==> src/verilog/pcb_defines.svh <==
// Overview of operation
// - counter b event select is the six-bit field, control bits 0 to 5
// - select zero holds counter b; select one counts processor cycles
// - select 2 adds instructions completed per cycle, legal 0 to 4
// - select 3 counts time-base bit transitions, bit chosen by selector
// - select 4 counts dispatches; select 5 adds cycles of load misses
// - select 6 counts data cache fills; select 7 itlb misses
// - select 8 adds branches completed: 00 none, 10 one, 11 two, 01 bad
// - selects 9, 10, 11: reservations, speculative mfspr, cache invalidates
// - selects 13 to 15: branch, simple, complex unit results
// - selects 16, 17, 19: dispatches to branch, simple, complex units
// - select 18 adds loads completed per cycle, 0 to 4
// - select 20 counts snoop hits
// - threshold interrupt loads instruction sample with causing address
// - other interrupt loads instruction sample with last completed address
// - threshold interrupt loads operand sample with its operand address
// - other interrupt loads operand sample with a nearby operand address
// - instruction sample is register 955, read and write
// - operand sample is register 959, read and write
// - sample registers reachable only at supervisor level
// - signalled interrupt stays pending until external enable is set
// - hardware clears the interrupt enable bit when it signals
`ifndef PCB_DEFINES_SVH
`define PCB_DEFINES_SVH

`define PCB_SPR_W 10
`define PCB_SPR_CTRL0 10'h3B8
`define PCB_SPR_CNT_B 10'h3BA
`define PCB_SPR_INSTR_SMP 10'h3BB
`define PCB_SPR_OPND_SMP 10'h3BF

`define PCB_SEL_LSB 0
`define PCB_SEL_MSB 5
`define PCB_INT_EN_BIT 26
`define PCB_DIS_BIT 31
`define PCB_CTRL_RESET 32'h0000_0000
`define PCB_CNT_RESET 32'h0000_0000
`define PCB_SAMPLE_RESET 32'h0000_0000

`define PCB_TB_BIT_47 5'h10
`define PCB_TB_BIT_51 5'h0C
`define PCB_TB_BIT_55 5'h08
`define PCB_TB_BIT_63 5'h00

`define PCB_QUAD_MAX 3'h4
`define PCB_IDX_INSTR 1'h0
`define PCB_IDX_OPND 1'h1

`define PCB_SEL_HOLD 6'h00
`define PCB_SEL_CYCLES 6'h01
`define PCB_SEL_COMPL 6'h02
`define PCB_SEL_TBTRANS 6'h03
`define PCB_SEL_DISP 6'h04
`define PCB_SEL_LDMISS 6'h05
`define PCB_SEL_DCFILL 6'h06
`define PCB_SEL_ITLB 6'h07
`define PCB_SEL_BRANCH 6'h08
`define PCB_SEL_RESV 6'h09
`define PCB_SEL_MFSPR 6'h0A
`define PCB_SEL_ICBI 6'h0B
`define PCB_SEL_FLUSH 6'h0C
`define PCB_SEL_BRU_RES 6'h0D
`define PCB_SEL_SIU_RES 6'h0E
`define PCB_SEL_CIU_RES 6'h0F
`define PCB_SEL_BRU_DSP 6'h10
`define PCB_SEL_SIU_DSP 6'h11
`define PCB_SEL_LOADS 6'h12
`define PCB_SEL_CIU_DSP 6'h13
`define PCB_SEL_SNOOP 6'h14

`endif

==> src/verilog/pcb_pkg.sv <==
`include "pcb_defines.svh"

package pcb_pkg;

    // ----------------------------------------
    // per-cycle event indications
    // ----------------------------------------
    typedef struct packed {
        logic [2:0] instr_completed;
        logic [2:0] instr_dispatched;
        logic load_miss_busy;
        logic dcache_fill;
        logic itlb_miss;
        logic [1:0] branches_completed;
        logic reservation_ok;
        logic mfspr_dispatched;
        logic icbi_seen;
        logic flush_op;
        logic bru_result;
        logic siu_result;
        logic ciu_result;
        logic bru_dispatch;
        logic siu_dispatch;
        logic ciu_dispatch;
        logic [2:0] loads_completed;
        logic snoop_hit;
    } pcb_evt_t;

    // ----------------------------------------
    // addresses offered for sampling
    // ----------------------------------------
    typedef struct packed {
        logic [31:0] thresh_instr_ea;
        logic [31:0] thresh_operand_ea;
        logic [31:0] last_completed_ea;
        logic [31:0] recent_operand_ea;
    } pcb_sample_src_t;

    // ----------------------------------------
    // special register move request
    // ----------------------------------------
    typedef struct packed {
        logic rd;
        logic wr;
        logic [`PCB_SPR_W-1:0] num;
        logic [31:0] wdata;
        logic supervisor;
    } pcb_spr_req_t;

    typedef enum logic [1:0] {
        PCB_RD_NONE = 2'h0,
        PCB_RD_CTRL = 2'h1,
        PCB_RD_CNT = 2'h2,
        PCB_RD_STORE = 2'h3
    } pcb_rd_src_t;

    typedef enum logic {
        PCB_INT_IDLE = 1'h0,
        PCB_INT_PENDING = 1'h1
    } pcb_int_state_t;

endpackage

==> src/verilog/pcb_event_sampler.sv <==
`timescale 1ns/1ps

module pcb_event_sampler
    import pcb_pkg::*;
(
    input wire logic clk_sys_in,
    input wire logic rst_n_in,
    input wire pcb_spr_req_t spr_req_in,
    input wire pcb_evt_t events_in,
    input wire logic [31:0] tb_lower_in,
    input wire logic [1:0] timebase_bit_selector_in,
    input wire pcb_sample_src_t sample_src_in,
    input wire logic mon_int_req_in,
    input wire logic mon_int_threshold_in,
    input wire logic external_interrupt_enable_in,
    output logic [31:0] spr_rdata_out,
    output logic spr_rd_valid_out,
    output logic spr_priv_fault_out,
    output logic monitor_interrupt_pending_out,
    output logic monitor_interrupt_take_out,
    output logic [31:0] event_counter_b_out
);

    // ----------------------------------------
    // helper functions
    // ----------------------------------------
    function automatic logic [2:0] quad_count(input logic [2:0] v);
        quad_count = (v > `PCB_QUAD_MAX) ? 3'h0 : v;
    endfunction

    function automatic logic [2:0] branch_count(input logic [1:0] b);
        case (b)
            2'h2: branch_count = 3'h1;
            2'h3: branch_count = 3'h2;
            default: branch_count = 3'h0;
        endcase
    endfunction

    function automatic logic [2:0] one(input logic b);
        one = {2'h0, b};
    endfunction

    function automatic logic [4:0] tb_index(input logic [1:0] s);
        case (s)
            2'h0: tb_index = `PCB_TB_BIT_47;
            2'h1: tb_index = `PCB_TB_BIT_51;
            2'h2: tb_index = `PCB_TB_BIT_55;
            default: tb_index = `PCB_TB_BIT_63;
        endcase
    endfunction

    function automatic logic is_ours(input logic [`PCB_SPR_W-1:0] n);
        is_ours = (n == `PCB_SPR_CTRL0) || (n == `PCB_SPR_CNT_B) ||
            (n == `PCB_SPR_INSTR_SMP) || (n == `PCB_SPR_OPND_SMP);
    endfunction

    // ----------------------------------------
    // declarations
    // ----------------------------------------
    logic [31:0] ctrl_q;
    logic [31:0] ctrl_d;
    logic [31:0] cnt_q;
    logic [31:0] cnt_d;
    logic tb_prev_q;
    logic tb_prev_d;
    pcb_int_state_t int_q;
    pcb_int_state_t int_d;
    logic take_q;
    logic take_d;
    pcb_rd_src_t rd_src_q;
    pcb_rd_src_t rd_src_d;
    logic [31:0] rd_hold_q;
    logic [31:0] rd_hold_d;
    logic [31:0] rdata_q;
    logic [31:0] rdata_d;
    logic rvalid_q;
    logic rvalid_d;
    logic fault_q;
    logic fault_d;

    logic access_ok;
    logic access_bad;
    logic wr_ok;
    logic rd_ok;
    logic [5:0] sel;
    logic tb_bit;
    logic tb_toggle;
    logic [2:0] incr;
    logic signal_int;
    logic cap_en;
    logic [31:0] cap_instr;
    logic [31:0] cap_opnd;
    logic store_wr;
    logic store_idx;
    logic [31:0] store_rdata;

    // ----------------------------------------
    // access decode
    // ----------------------------------------
    always_comb begin
        access_ok = is_ours(spr_req_in.num) && spr_req_in.supervisor;
        access_bad = is_ours(spr_req_in.num) && !spr_req_in.supervisor &&
            (spr_req_in.rd || spr_req_in.wr);
        wr_ok = access_ok && spr_req_in.wr;
        rd_ok = access_ok && spr_req_in.rd;
        store_wr = wr_ok && ((spr_req_in.num == `PCB_SPR_INSTR_SMP) ||
            (spr_req_in.num == `PCB_SPR_OPND_SMP));
        store_idx = (spr_req_in.num == `PCB_SPR_OPND_SMP) ? `PCB_IDX_OPND :
            `PCB_IDX_INSTR;
    end

    // ----------------------------------------
    // event selection
    // ----------------------------------------
    always_comb begin
        sel = ctrl_q[`PCB_SEL_MSB:`PCB_SEL_LSB];
        tb_bit = tb_lower_in[tb_index(timebase_bit_selector_in)];
        tb_toggle = tb_bit != tb_prev_q;
        tb_prev_d = tb_bit;
        case (sel)
            `PCB_SEL_HOLD: incr = 3'h0;
            `PCB_SEL_CYCLES: incr = 3'h1;
            `PCB_SEL_COMPL: incr = quad_count(events_in.instr_completed);
            `PCB_SEL_TBTRANS: incr = one(tb_toggle);
            `PCB_SEL_DISP: incr = quad_count(events_in.instr_dispatched);
            `PCB_SEL_LDMISS: incr = one(events_in.load_miss_busy);
            `PCB_SEL_DCFILL: incr = one(events_in.dcache_fill);
            `PCB_SEL_ITLB: incr = one(events_in.itlb_miss);
            `PCB_SEL_BRANCH: begin
                incr = branch_count(events_in.branches_completed);
            end
            `PCB_SEL_RESV: incr = one(events_in.reservation_ok);
            `PCB_SEL_MFSPR: incr = one(events_in.mfspr_dispatched);
            `PCB_SEL_ICBI: incr = one(events_in.icbi_seen);
            `PCB_SEL_FLUSH: incr = one(events_in.flush_op);
            `PCB_SEL_BRU_RES: incr = one(events_in.bru_result);
            `PCB_SEL_SIU_RES: incr = one(events_in.siu_result);
            `PCB_SEL_CIU_RES: incr = one(events_in.ciu_result);
            `PCB_SEL_BRU_DSP: incr = one(events_in.bru_dispatch);
            `PCB_SEL_SIU_DSP: incr = one(events_in.siu_dispatch);
            `PCB_SEL_LOADS: incr = quad_count(events_in.loads_completed);
            `PCB_SEL_CIU_DSP: incr = one(events_in.ciu_dispatch);
            `PCB_SEL_SNOOP: incr = one(events_in.snoop_hit);
            default: incr = 3'h0;
        endcase
    end

    // ----------------------------------------
    // counter and control
    // ----------------------------------------
    always_comb begin
        signal_int = mon_int_req_in && ctrl_q[`PCB_INT_EN_BIT];
        ctrl_d = ctrl_q;
        if (wr_ok && (spr_req_in.num == `PCB_SPR_CTRL0)) begin
            ctrl_d = spr_req_in.wdata;
        end
        if (signal_int) begin
            ctrl_d[`PCB_INT_EN_BIT] = 1'b0;
        end
        cnt_d = cnt_q;
        if (wr_ok && (spr_req_in.num == `PCB_SPR_CNT_B)) begin
            cnt_d = spr_req_in.wdata;
        end else if (!ctrl_q[`PCB_DIS_BIT]) begin
            cnt_d = cnt_q + {29'h0, incr};
        end
    end

    always_ff @(posedge clk_sys_in) begin
        if (!rst_n_in) begin
            ctrl_q <= `PCB_CTRL_RESET;
            cnt_q <= `PCB_CNT_RESET;
            tb_prev_q <= 1'b0;
        end else begin
            ctrl_q <= ctrl_d;
            cnt_q <= cnt_d;
            tb_prev_q <= tb_prev_d;
        end
    end

    // ----------------------------------------
    // address sampling
    // ----------------------------------------
    always_comb begin
        cap_en = signal_int;
        if (mon_int_threshold_in) begin
            cap_instr = sample_src_in.thresh_instr_ea;
            cap_opnd = sample_src_in.thresh_operand_ea;
        end else begin
            cap_instr = sample_src_in.last_completed_ea;
            cap_opnd = sample_src_in.recent_operand_ea;
        end
    end

    pcb_sample_store u_store (
        .clk_sys_in(clk_sys_in),
        .rst_n_in(rst_n_in),
        .cap_en_in(cap_en),
        .cap_instr_in(cap_instr),
        .cap_opnd_in(cap_opnd),
        .wr_en_in(store_wr),
        .wr_idx_in(store_idx),
        .wr_data_in(spr_req_in.wdata),
        .rd_idx_in(store_idx),
        .rd_data_out(store_rdata)
    );

    // ----------------------------------------
    // pending interrupt
    // ----------------------------------------
    always_comb begin
        int_d = int_q;
        take_d = 1'b0;
        case (int_q)
            PCB_INT_IDLE: begin
                if (signal_int) begin
                    int_d = PCB_INT_PENDING;
                end
            end
            PCB_INT_PENDING: begin
                if (external_interrupt_enable_in) begin
                    take_d = 1'b1;
                    int_d = signal_int ? PCB_INT_PENDING : PCB_INT_IDLE;
                end
            end
            default: int_d = PCB_INT_IDLE;
        endcase
    end

    always_ff @(posedge clk_sys_in) begin
        if (!rst_n_in) begin
            int_q <= PCB_INT_IDLE;
            take_q <= 1'b0;
        end else begin
            int_q <= int_d;
            take_q <= take_d;
        end
    end

    // ----------------------------------------
    // read answer, two cycles
    // ----------------------------------------
    always_comb begin
        rd_src_d = PCB_RD_NONE;
        rd_hold_d = rd_hold_q;
        if (rd_ok) begin
            if (spr_req_in.num == `PCB_SPR_CTRL0) begin
                rd_src_d = PCB_RD_CTRL;
                rd_hold_d = ctrl_q;
            end else if (spr_req_in.num == `PCB_SPR_CNT_B) begin
                rd_src_d = PCB_RD_CNT;
                rd_hold_d = cnt_q;
            end else begin
                rd_src_d = PCB_RD_STORE;
            end
        end
        case (rd_src_q)
            PCB_RD_STORE: rdata_d = store_rdata;
            PCB_RD_CTRL: rdata_d = rd_hold_q;
            PCB_RD_CNT: rdata_d = rd_hold_q;
            default: rdata_d = spr_rdata_out;
        endcase
        rvalid_d = rd_src_q != PCB_RD_NONE;
        fault_d = access_bad;
    end

    always_ff @(posedge clk_sys_in) begin
        if (!rst_n_in) begin
            rd_src_q <= PCB_RD_NONE;
            rd_hold_q <= 32'h0000_0000;
            rdata_q <= 32'h0000_0000;
            rvalid_q <= 1'b0;
            fault_q <= 1'b0;
        end else begin
            rd_src_q <= rd_src_d;
            rd_hold_q <= rd_hold_d;
            rdata_q <= rdata_d;
            rvalid_q <= rvalid_d;
            fault_q <= fault_d;
        end
    end

    // ----------------------------------------
    // outputs
    // ----------------------------------------
    always_comb begin
        spr_rdata_out = rdata_q;
        spr_rd_valid_out = rvalid_q;
        spr_priv_fault_out = fault_q;
        monitor_interrupt_pending_out = int_q == PCB_INT_PENDING;
        monitor_interrupt_take_out = take_q;
        event_counter_b_out = cnt_q;
    end

endmodule

==> src/verilog/pcb_sample_store.sv <==
`timescale 1ns/1ps

module pcb_sample_store
    import pcb_pkg::*;
(
    input wire logic clk_sys_in,
    input wire logic rst_n_in,
    input wire logic cap_en_in,
    input wire logic [31:0] cap_instr_in,
    input wire logic [31:0] cap_opnd_in,
    input wire logic wr_en_in,
    input wire logic wr_idx_in,
    input wire logic [31:0] wr_data_in,
    input wire logic rd_idx_in,
    output logic [31:0] rd_data_out
);

    logic [1:0][31:0] mem_q;
    logic [1:0][31:0] mem_d;
    logic [31:0] rd_data_d;

    // ----------------------------------------
    // capture beats a software write
    // ----------------------------------------
    always_comb begin
        mem_d = mem_q;
        if (cap_en_in) begin
            mem_d[`PCB_IDX_INSTR] = cap_instr_in;
            mem_d[`PCB_IDX_OPND] = cap_opnd_in;
        end else if (wr_en_in) begin
            mem_d[wr_idx_in] = wr_data_in;
        end
        rd_data_d = mem_q[rd_idx_in];
    end

    always_ff @(posedge clk_sys_in) begin
        if (!rst_n_in) begin
            mem_q <= {2{`PCB_SAMPLE_RESET}};
            rd_data_out <= `PCB_SAMPLE_RESET;
        end else begin
            mem_q <= mem_d;
            rd_data_out <= rd_data_d;
        end
    end

endmodule
==> config.mk <==
export PLATFORM = sky130hd
export DESIGN_NAME = pcb_event_sampler
export DESIGN_NICKNAME = d
export VERILOG_FILES = /design/src/verilog/pcb_pkg.sv /design/src/verilog/pcb_event_sampler.sv /design/src/verilog/pcb_sample_store.sv
export VERILOG_INCLUDE_DIRS = /design/src /design/src/verilog
export SDC_FILE = /design/constraint.sdc
export NUM_CORES = 1
export LEC_CHECK = 0
export BUFFER_PORTS_ARGS = -buffer_cell sky130_fd_sc_hd__buf_4
export CELL_PAD_IN_SITES_DETAIL_PLACEMENT = 2
export CELL_PAD_IN_SITES_GLOBAL_PLACEMENT = 2
export CORE_ASPECT_RATIO = 0.8
export CORE_MARGIN = 5
export CORE_UTILIZATION = 32
export DETAILED_ROUTE_END_ITERATION = 8
export PLACE_DENSITY_LB_ADDON = 0.12
export SLEW_MARGIN = 10
export SYNTH_ARGS = -nofsm -noshare
export SYNTH_HDL_FRONTEND = slang
export SYNTH_SLANG_ARGS = --single-unit
==> constraint.sdc <==
create_clock -name clk_sys_in -period 5.8 [get_ports clk_sys_in]
set_input_delay 0.29 -clock clk_sys_in [delete_from_list [all_inputs] [get_ports clk_sys_in]]
set_output_delay 0.29 -clock clk_sys_in [all_outputs]
set_load 0.01 [all_outputs]
# Word level (Yosys, flattened, before mapping)
# Cells that the tools add are included.
totals:
  register_bits: 231
  inputBits: 237
  out_inout_bits: 68
  wordCells: 114
op_classes:
  addsub: 1
  order_cmp: 6
  n_eq_ne: 33
  mux: 29
  n_bitwise: 3
  n_reduce_logical: 27
op_table:
  columns: ["operator", "count"]
  rows:
  - ["32-bit 2-to-1 mux", 9]
  - ["64-bit 2-to-1 mux", 2]
  - ["64-bit bitwise mux", 1]
  - ["32-bit one-hot mux with 2 select lines", 1]
  - ["3-bit one-hot mux with 20 select lines", 1]
  - ["6-bit by 4-bit == test with 1-bit output (second input constant)", 8]
  - ["10-bit == test (second input constant)", 4]
  - ["32-bit by 3-bit adder with 32-bit output", 1]
  - ["32-bit demux with 1-bit select", 1]
  - ["6-bit by 5-bit == test with 1-bit output (second input constant)", 5]
  - ["6-bit by 3-bit == test with 1-bit output (second input constant)", 4]
  - ["5-bit one-hot mux with 3 select lines", 1]
  - ["6-bit by 2-bit == test with 1-bit output (second input constant)", 2]
  - ["2-bit == test (second input constant)", 5]
  - ["1-bit logical AND", 10]
  - ["3-bit greater-than comparator (second input constant)", 3]
  - ["3-bit 2-to-1 mux", 3]
  - ["2-bit nonzero test", 4]
  - ["1-bit 2-to-1 mux", 7]
  - ["6-bit by 1-bit == test with 1-bit output (second input constant)", 1]
  - ["5-bit by 6-bit < comparator with 1-bit output (second input constant)", 1]
  - ["2-bit AND reduction", 3]
  - ["1-bit binary-select mux with 5-bit select", 1]
  - ["1-bit logical OR", 5]
  - ["other kinds (12)", 16]

# Logic depth before layout (Yosys ltp)
# Gate-level depths: netlist of run 1.
depth:
  depth_word: 9
  ltp_mapped: 15
  mapped_depth_nobuf: 15

# By module
# Synthesis of run 1 repeated with hierarchy kept, for this count alone.
hier_totals:
  cells_unflattened: 1264
  hier_area_um2: 11315.9
modules_own_cells:
  columns: ["mod", "n_inst", "cells_each", "area_per_inst_um2", "seq_area_each_um2"]
  rows:
  - ["pcb_event_sampler", 1, 873, 7363.3, 2702.6]
  - ["pcb_sample_store", 1, 391, 3952.5, 1921.8]

# Worst setup path before layout of run 1
# OpenSTA, ideal clock, no wires.
synth_timing:
  kind: "flip-flop to flip-flop"
  startpoint: "reg ctrl_q[2]"
  endpoint: "reg cnt_q[28] (netlist: event_counter_b_out[28])"
  setup_time_ps: 132
  t_arrival_ps: 3196
  required_ps: 5668
  setup_slack_ps: 2472
  path_stages_with_launch: 15
  n_path_buf: 1
  synth_period_minus_slack_ps: 3328
  cell_sequence: "dfxtp_1 -> clkbuf_1 -> or3b_2 -> a2111oi_0 -> a221oi_1 -> nand4_1 -> or3_1 -> ha_1 -> inv_1 -> fa_1 -> nor2b_1 -> o2111ai_1 -> nor4_1 -> xnor2_1 -> a21oi_1"
synth_between:
  elab_chain_len: 5
  word_cells_on_any_way: 24
  classes_between: "add/sub (1); eq/ne (20); mux (3)"
synth_rtl:
  columns: ["item", "line", "text"]
  rows:
  - ["from (decl)", "pcb_event_sampler.sv:60", "logic [31:0] ctrl_q;"]
  - ["from (signal assigned)", "pcb_event_sampler.sv:170", "ctrl_q <= `PCB_CTRL_RESET;"]
  - ["from (signal assigned)", "pcb_event_sampler.sv:174", "ctrl_q <= ctrl_d;"]
  - ["6-bit by 5-bit == test with 1-bit output (tied with other cells)", "pcb_event_sampler.sv:120", "case (sel)"]
  - ["3-bit one-hot mux with 20 select lines *", "pcb_event_sampler.sv:120", null]
  - ["32-bit by 3-bit adder with 32-bit output *", "pcb_event_sampler.sv:164", "cnt_d = cnt_q + {29'h0, incr};"]
  - ["32-bit 2-to-1 mux *", "pcb_event_sampler.sv:163", "end else if (!ctrl_q[`PCB_DIS_BIT]) begin"]
  - ["32-bit 2-to-1 mux *", "pcb_event_sampler.sv:161", "if (wr_ok && (spr_req_in.num == `PCB_SPR_CNT_B)) begin"]
  - ["to (signal assigned)", "pcb_event_sampler.sv:171", "cnt_q <= `PCB_CNT_RESET;"]
  - ["to (signal assigned)", "pcb_event_sampler.sv:175", "cnt_q <= cnt_d;"]
  - ["to (decl)", "pcb_event_sampler.sv:62", "logic [31:0] cnt_q;"]
# Every way passes the cells marked *; elsewhere a longest branch is shown, timed or not. The select of a mux whose other input is x is not followed.
# A chain may end at the register's enable or synchronous reset.

# Worst setup path in the final report of run 1
# Same ends and word-level chain as after synthesis.

==> results of run 1 <==
==> layer usage <==
layer  wire length [um]  vias up  share of wire (%)
li1                   -     5124                  -
met1              19900     5338                 48
met2              19900      174                 47
met3               1630       32                3.9
met4                515        0                1.2
met5                  0        -                  0
==> flip-flops by register name, indices dropped and copies added (netlist names) <==
register / count
rd_hold_q: 32
spr_rd_valid_out: 1
spr_rdata_out: 32
event_counter_b_out: 32
monitor_interrupt_pending_out: 1
tb_prev_q: 1
u_store.rd_data_out: 32
u_store.mem_q: 64
monitor_interrupt_take_out: 1
rd_src_q: 2
ctrl_q: 32
spr_priv_fault_out: 1
==> power groups by stage <==
stage          Combinational, uW  Clock, uW  Sequential [uW]
2_1_floorplan               85.5          0             1620
3_3_place_gp                 236          0             1620
3_5_place_dp                 241          0             1620
4_1_cts                      244       1740             1590
5_1_grt                      260       1790             1590
6_report                     239       1690             1590
==> critical path, cell delays in order (launching register included) <==
cell and delay (ps):
dfxtp_1 570, or4b_2 640, nor4_1 330, a221oi_1 180
nand4_1 120, or3_1 120, ha_1 220, inv_1 70
fa_1 400, nor2b_1 470, o2111ai_1 420, nor4_1 440
xnor2_1 170, a21oi_1 80
==> placed cells by master, fill, tap and decap left out, types with 3 or more instances in the layout <==
| cell type | count |
|---|---|
| nor2b_1 | 4 |
| dfxtp_1 | 231 |
| clkinv_2 | 4 |
| and4_1 | 3 |
| inv_1 | 14 |
| a211oi_1 | 45 |
| buf_4 | 292 |
| a211oi_2 | 28 |
| nor4b_1 | 3 |
| o211ai_1 | 3 |
| or4_1 | 3 |
| clkbuf_16 | 27 |
| nand2_1 | 138 |
| nor4_1 | 10 |
| clkbuf_8 | 6 |
| o21ai_0 | 59 |
| ha_1 | 5 |
| nor3_1 | 14 |
| clkbuf_1 | 7 |
| xnor2_1 | 22 |
| nor2_1 | 212 |
| mux2i_1 | 136 |
| nand4_1 | 9 |
| and3_1 | 5 |
| xor2_1 | 6 |
| a21oi_1 | 220 |
| nand2b_1 | 5 |
| nand3_1 | 17 |
| dlygate4sd3_1 | 3 |
==> how the worst max path moves through the flow <==
stage	cells past startpoint	end
after floorplan	14	event_counter_b_out[28]$_SDFFE_PN0P_
after detailed placement	13	event_counter_b_out[28]$_SDFFE_PN0P_
after global routing	13	event_counter_b_out[28]$_SDFFE_PN0P_
after CTS	13	event_counter_b_out[28]$_SDFFE_PN0P_
final	13	event_counter_b_out[28]$_SDFFE_PN0P_
after global placement	13	event_counter_b_out[28]$_SDFFE_PN0P_
==> cell type report <==
class                      count  area share [%]
clock buffer                  40            5.48
clock inverter                 7           0.620
tap                          472            4.12
sequential                   231            32.3
inverter                      15           0.428
timing repair buffer         295            15.5
multi-input combinational    990            41.6
==> cell families after synthesis <==
family	after synthesis	synth area share (%)
muxes	138	12.7
and+or+nand+nor	448	17.4
adders and majority gates	7	0.858
AOI/OAI and AO/OA	369	20.2
buffers and inverters	124	4.98
DFF	231	41.7
xor gates and xnor gates	28	2.21
==> stage by stage <==
stage | area, um2 | setup slack [ps] | cells
3_3_place_gp | 13400 | 1580 | 2000
6_report | 14300 | 1420 | 2050
2_1_floorplan | 11100 | 2470 | 1345
3_5_place_dp | 13400 | 1450 | 2000
5_1_grt | 14300 | 1130 | 2050
4_1_cts | 14300 | 1410 | 2050
==> timing repair <==
item                       4_1_cts  5_1_grt
hold endpoints to repair         3        0
setup endpoints to repair        0        0
hold buffers                     3        0
==> metrics.cfg, run 1 <==
[run_status]
status=completed

[logic_synthesis]
synth_edf_count=0
ys_top_cells_by_area=dfxtp_1 (42%), mux2i_1 (12%), a21oi_1 (9.9%)
synth_most_common_cell=dfxtp_1
syn-num-nets=1589
synthFlopType=dfxtp_1
netlist.area_leader.share_pct=41.7
syn_area_per_cell_um2=8.24
synthArstFlopShare_pct=0
synth_seq_cells=231
synth_top_area_cell=dfxtp_1
syn_inst=1345
yosys.cell_types.count=54
yosys_warnings=0
ys_seq_area_share_pct=41.7
synth_top_cells_by_count=dfxtp_1 (231), a21oi_1 (220), nor2_1 (213), nand2_1 (140), mux2i_1 (136)
syn_area_um2=11100

[clock_network]
cts_max_level=1
post_cts_buffers=0
cts-buffers-inserted=26
insertion_delay_ps=520
cts_tree=built
cts.sinks=231
clk_path_buf_depth=3
cts.clk_slew.worst_paths_ps=60
post_cts_resized=0
cts-root-buf=clkbuf_16

[sta]
whs_ps=35.5
slew-limit-headroom_pct=24.2
slew_violations=0
max_freq_ghz=0.228
finalClockSkew_ps=10.9
final.min_clock_period_ps=4380
fin_crit_sh_pct=75.5
setup-violations-final=0
hold_viol_final=0
finalSetupTns_ps=0
worstMarginPinSlew_ps=1130
rsz0062_at_grt=no

[layout]
fill_cells=3918
finish.utilization_pct=41.5
ff_latch_area_um2=4620
drive_gt1_share_pct=24.0
diodes=0
nets=1803
multiInputGateArea_um2=5950
area_growth_pct=29.3

[power_and_ir_drop]
p_sw_share_pct=22.4
p_int_uw=2730
pwr-share-comb_pct=6.8
ir_worst_vdd_v=0.000139
power.switching_uw=788
pwr-share-clk_pct=48.1
p_per_area_nw_per_um2=246
power_uw=3520
leakagePower_uw=0.00520
power_frac_seq_pct=45.1

[global_route]
grt_first_pass_wirelength_um=65900
met2_usage_pct=36.4
grt_max_degree=125
grt_use_total_pct=21.2
busiest_layer=met2
grt.met3_usage_pct=3.22
antenna_found_initial=0
use_met1_pct=28.8
grt.overflow.total=0
grt_pass1_vias=11760

[detailed_routing]
vias_per_cell=5.20
drt_first_iter_violations=349
wl_per_cell_um=20.5
drt_wl_total_um=42000
drtPass1Iterations=4
drc=0
antenna_left=0
vias=10668

[floorplan]
start_util_pct=32.1
io_pins=305
fp.dieH_um=176
die_w_um=218
dieArea_um2=38500
rows=61
core_um2=34500

[setup_path]
crit_path_end_kind=flip-flop
crit_path_start=ctrl_q[2]$_SDFFE_PN0P_
regToRegEndpoint=event_counter_b_out[28]$_SDFFE_PN0P_
worstReg2RegStart=ctrl_q[2]$_SDFFE_PN0P_
worstRegToRegCells=13
critPathMaxFanout=12
cp.arrival_ps=4750
start_kind=flip-flop
ff2ff_setup_slack_ps=1420
cp.required_ps=6180
crit_type=reg2reg

[placed_design]
io_buffers=280
gp_congestion=0.782
place_hpwl_um=28600

[job]
maxCapViolCount=0

[hold_path]
min_from=spr_req_in[21]
min_to=ctrl_q[20]$_SDFFE_PN0P_
min_path_type=in2reg
holdPathStages=3

No activity file was read; power rests on OpenSTA's default activity.
==> run 2: changes to the inputs <==
- ABC_AREA: unset -> 1
- CORE_UTILIZATION: 32 -> 25
- clock period: 5.8 -> 3.7 ns (I/O delays scaled with it)
==> run 2 against run 1 <==
Die area rose by 40%. Fmax rose by 28%. Highest routed layer is now met5. Final cell count rose by 39%. Final area rose by 13%. Via count rose by 31%. Sequential share of layout area fell by 3.7 points. Combinational power rose by 93%. Clock skew rose by 15 ps. Flip-flop and latch count did not move.
==> metrics.cfg, run 2 <==
[sta]
whs_ps=19.0  ; was 35.5 ps
max_freq_ghz=0.292  ; was 0.228 GHz
finalSetupTns_ps=0  ; unchanged
setup-violations-final=0  ; unchanged
finalClockSkew_ps=25.5  ; was 10.9 ps
fin_crit_sh_pct=92.5  ; was 75.5%
final.min_clock_period_ps=3420  ; was 4380 ps
slew-limit-headroom_pct=23.3  ; was 24.2%
worstMarginPinSlew_ps=1140  ; was 1130 ps
hold_viol_final=0  ; unchanged
rsz0062_at_grt=no  ; unchanged
slew_violations=0  ; unchanged

[placed_design]
gp_congestion=0.849  ; was 0.782
place_hpwl_um=46600  ; was 28600 um
io_buffers=280  ; unchanged

[setup_path]
crit_type=reg2reg  ; unchanged
cp.required_ps=4200  ; was 6180 ps
start_kind=flip-flop  ; unchanged
crit_path_end_kind=flip-flop  ; unchanged
regToRegEndpoint=event_counter_b_out[16]$_SDFFE_PN0P_  ; was event_counter_b_out[28]$_SDFFE_PN0P_
worstReg2RegStart=ctrl_q[5]$_SDFFE_PN0P_  ; was ctrl_q[2]$_SDFFE_PN0P_
cp-endpoint=event_counter_b_out[16]$_SDFFE_PN0P_  ; was event_counter_b_out[28]$_SDFFE_PN0P_
critPathMaxFanout=5  ; was 12
worstRegToRegCells=23  ; was 13
crit_path_start=ctrl_q[5]$_SDFFE_PN0P_  ; was ctrl_q[2]$_SDFFE_PN0P_
ff2ff_setup_slack_ps=280  ; was 1420 ps
cp.arrival_ps=3920  ; was 4750 ps

[logic_synthesis]
netlist.area_leader.share_pct=37.6  ; was 41.7%
ys_top_cells_by_area=dfxtp_1 (38%), nand2_1 (15%), o21ai_0 (8.4%)  ; was dfxtp_1 (42%), mux2i_1 (12%), a21oi_1 (9.9%)
syn_area_um2=12300  ; was 11100 um2
synth_seq_cells=231  ; unchanged
synth_edf_count=0  ; unchanged
ys_seq_area_share_pct=37.6  ; was 41.7%
syn_inst=1949  ; was 1345
syn_area_per_cell_um2=6.31  ; was 8.24 um2
syn-num-nets=2193  ; was 1589
synth_top_area_cell=dfxtp_1  ; unchanged
synthArstFlopShare_pct=0  ; unchanged
synth_top_cells_by_count=nand2_1 (508), nor2_1 (248), dfxtp_1 (231), o21ai_0 (207), a21oi_1 (198)  ; was dfxtp_1 (231), a21oi_1 (220), nor2_1 (213), nand2_1 (140), mux2i_1 (136)
yosys_warnings=0  ; unchanged
synthFlopType=dfxtp_1  ; unchanged
yosys.cell_types.count=38  ; was 54
synth_most_common_cell=nand2_1  ; was dfxtp_1

[global_route]
grt.overflow.total=0  ; unchanged
grt_use_total_pct=22.1  ; was 21.2%
grt_pass1_vias=14983  ; was 11760
grt_first_pass_wirelength_um=93300  ; was 65900 um
antenna_found_initial=3  ; was 0
grt_max_degree=82  ; was 125

[clock_network]
cts.sinks=231  ; unchanged
clk_path_buf_depth=3  ; unchanged
cts_tree=built  ; unchanged
cts-buffers-inserted=27  ; was 26
cts_max_level=1  ; unchanged
cts-root-buf=clkbuf_16  ; unchanged
insertion_delay_ps=570  ; was 520 ps
cts.clk_slew.worst_paths_ps=60  ; about the same

[layout]
top_register=u_store.mem_q  ; unchanged
largest_reg_flops=64  ; unchanged
nets=2442  ; was 1803
drive_gt1_share_pct=17.2  ; was 24.0%
final_cell_mix=nand2_1 (504), buf_4 (309), nor2_1 (246)  ; was buf_4 (292), dfxtp_1 (231), a21oi_1 (220)
final_common_cell=nand2_1  ; was buf_4
diodes=0  ; unchanged
ff_latch_area_um2=4620  ; unchanged
area_growth_pct=31.3  ; was 29.3%
fill_cells=5859  ; was 3918
multiInputGateArea_um2=6540  ; was 5950 um2

[floorplan]
die_w_um=258  ; was 218 um
io_pins=305  ; unchanged
fp.dieH_um=208  ; was 176 um
dieArea_um2=53800  ; was 38500 um2
rows=72  ; was 61
start_util_pct=25.3  ; was 32.1%
core_um2=48600  ; was 34500 um2

[power_and_ir_drop]
leakagePower_uw=0.00677  ; was 0.00520 uW
p_per_area_nw_per_um2=356  ; was 246 nW/um2
ir_worst_vdd_v=0.000332  ; was 0.000139 V

[detailed_routing]
wl_per_cell_um=21.6  ; was 20.5 um
vias_per_cell=4.92  ; was 5.20
antenna_left=0  ; unchanged
drt_wl_total_um=61500  ; was 42000 um
drt_first_iter_violations=794  ; was 349
drtPass1Iterations=5  ; was 4
drc=0  ; unchanged
vias=13997  ; was 10668

[hold_path]
min_path_type=in2reg  ; unchanged

[run_status]
status=completed  ; unchanged

[job]
maxCapViolCount=0  ; unchanged

## run 2: cell types whose count changed in the layout (fill, tap and decap cells not counted), moves of 17 or more
cell | previous run | this run
nor2_1 | 212 | 246
a211oi_2 | 28 | 0
o21ai_0 | 59 | 207
xnor2_1 | 22 | 1
mux2i_1 | 136 | 6
nand2_1 | 138 | 504
a21oi_1 | 220 | 198
a211oi_1 | 45 | 1
inv_1 | 14 | 150
dlygate4sd3_1 | 3 | 37
buf_4 | 292 | 309
nand3_1 | 17 | 187
## run 2: per-layer routing
| layer | GRT usage, % | vias to the layer above | part of all wire, % |
|---|---|---|---|
| met1 | 30.4 | 6929 | 48 |
| li1 | - | 6782 | - |
| met5 | 0 | - | 0.057 |
| met2 | 37.3 | 230 | 47 |
| met4 | 3.17 | 4 | 1.4 |
| met3 | 3.70 | 52 | 3.7 |
## run 2: timing repair
item / CTS / global route
hold endpoints to repair: 46 / 0
resized for setup: 0 / 4
hold buffers: 37 / 0
buffers inserted: 0 / 0
setup endpoints to repair: 0 / 11
## run 2: kinds of logic (layout without fill, tap and decap cells)
kind of cell | Yosys count | in the layout | synth area share, %
and+or+nand+nor | 982 | 982 | 33.0
AOI/OAI and AO/OA | 421 | 421 | 17.3
buffers and inverters | 284 | 550 | 9.61
DFF | 231 | 231 | 37.6
xor gates and xnor gates | 18 | 18 | 1.28
adders and majority gates | 7 | 7 | 0.773
muxes | 6 | 6 | 0.488
## run 2: worst min-delay path by stage
stage | depth (start not counted) | slack (ps) | from | endpoint
after detailed placement | 2 | 410 | external_interrupt_enable_in | monitor_interrupt_pending_out$_SDFF_PN0_
final | 5 | 20 | spr_req_in[44] | spr_priv_fault_out$_SDFF_PN0_
after global routing | 5 | 40 | spr_req_in[44] | spr_priv_fault_out$_SDFF_PN0_
after global placement | 2 | 390 | external_interrupt_enable_in | monitor_interrupt_pending_out$_SDFF_PN0_
after CTS | 5 | 0.3 | spr_req_in[44] | spr_priv_fault_out$_SDFF_PN0_
after floorplan | 1 | 270 | spr_req_in[34] | rd_src_q[0]$_SDFF_PN0_
## run 2: per-stage QoR
stage / util [%] / total power (uW) / std cells / instance area, um2 / setup slack (ps)
global placement: 30.6 / 2970 / 2761 / 14900 / 366
floorplan: - / 2690 / 1949 / 12300 / 913
finish: 33.3 / 5750 / 2844 / 16200 / 277
CTS: 33.2 / 5830 / 2844 / 16100 / 99.0
detailed placement: 30.6 / 2980 / 2761 / 14900 / 129
global route: 33.3 / 5960 / 2844 / 16200 / 5.29
## run 2: cell type report
class	instances	area share, %
Multi-Input combinational cell	1434	40.5
Sequential cell	231	28.6
Timing Repair Buffer	347	16.8
Tap cell	629	4.87
Clock buffer	37	4.73
Inverter	157	3.65
Clock inverter	9	0.875
## run 2: power by group
part           internal, uW  total [uW]  switching, uW  leakage, uW
clock                  1650        2800           1150     0.000443
sequential             2490        2490          0.750      0.00186
combinational           221         462            240      0.00446
## run 2: worst max-delay path: stages (launching register included)
cell and delay (ps):
dfxtp_1 330, inv_1 100, nand2_1 150, nor2_1 250, nand2_1 140, nor3_1 180, nor3_1 70, nor3b_1 140
nand3_1 110, ha_1 150, inv_1 60, fa_1 410, inv_1 100, nand2_1 60, nand2_1 80, nand2_2 150
inv_1 150, nand2_1 100, nor2_1 160, xor2_1 170, nand2_1 70, nand3_1 90, nand2_1 50, inv_1 80
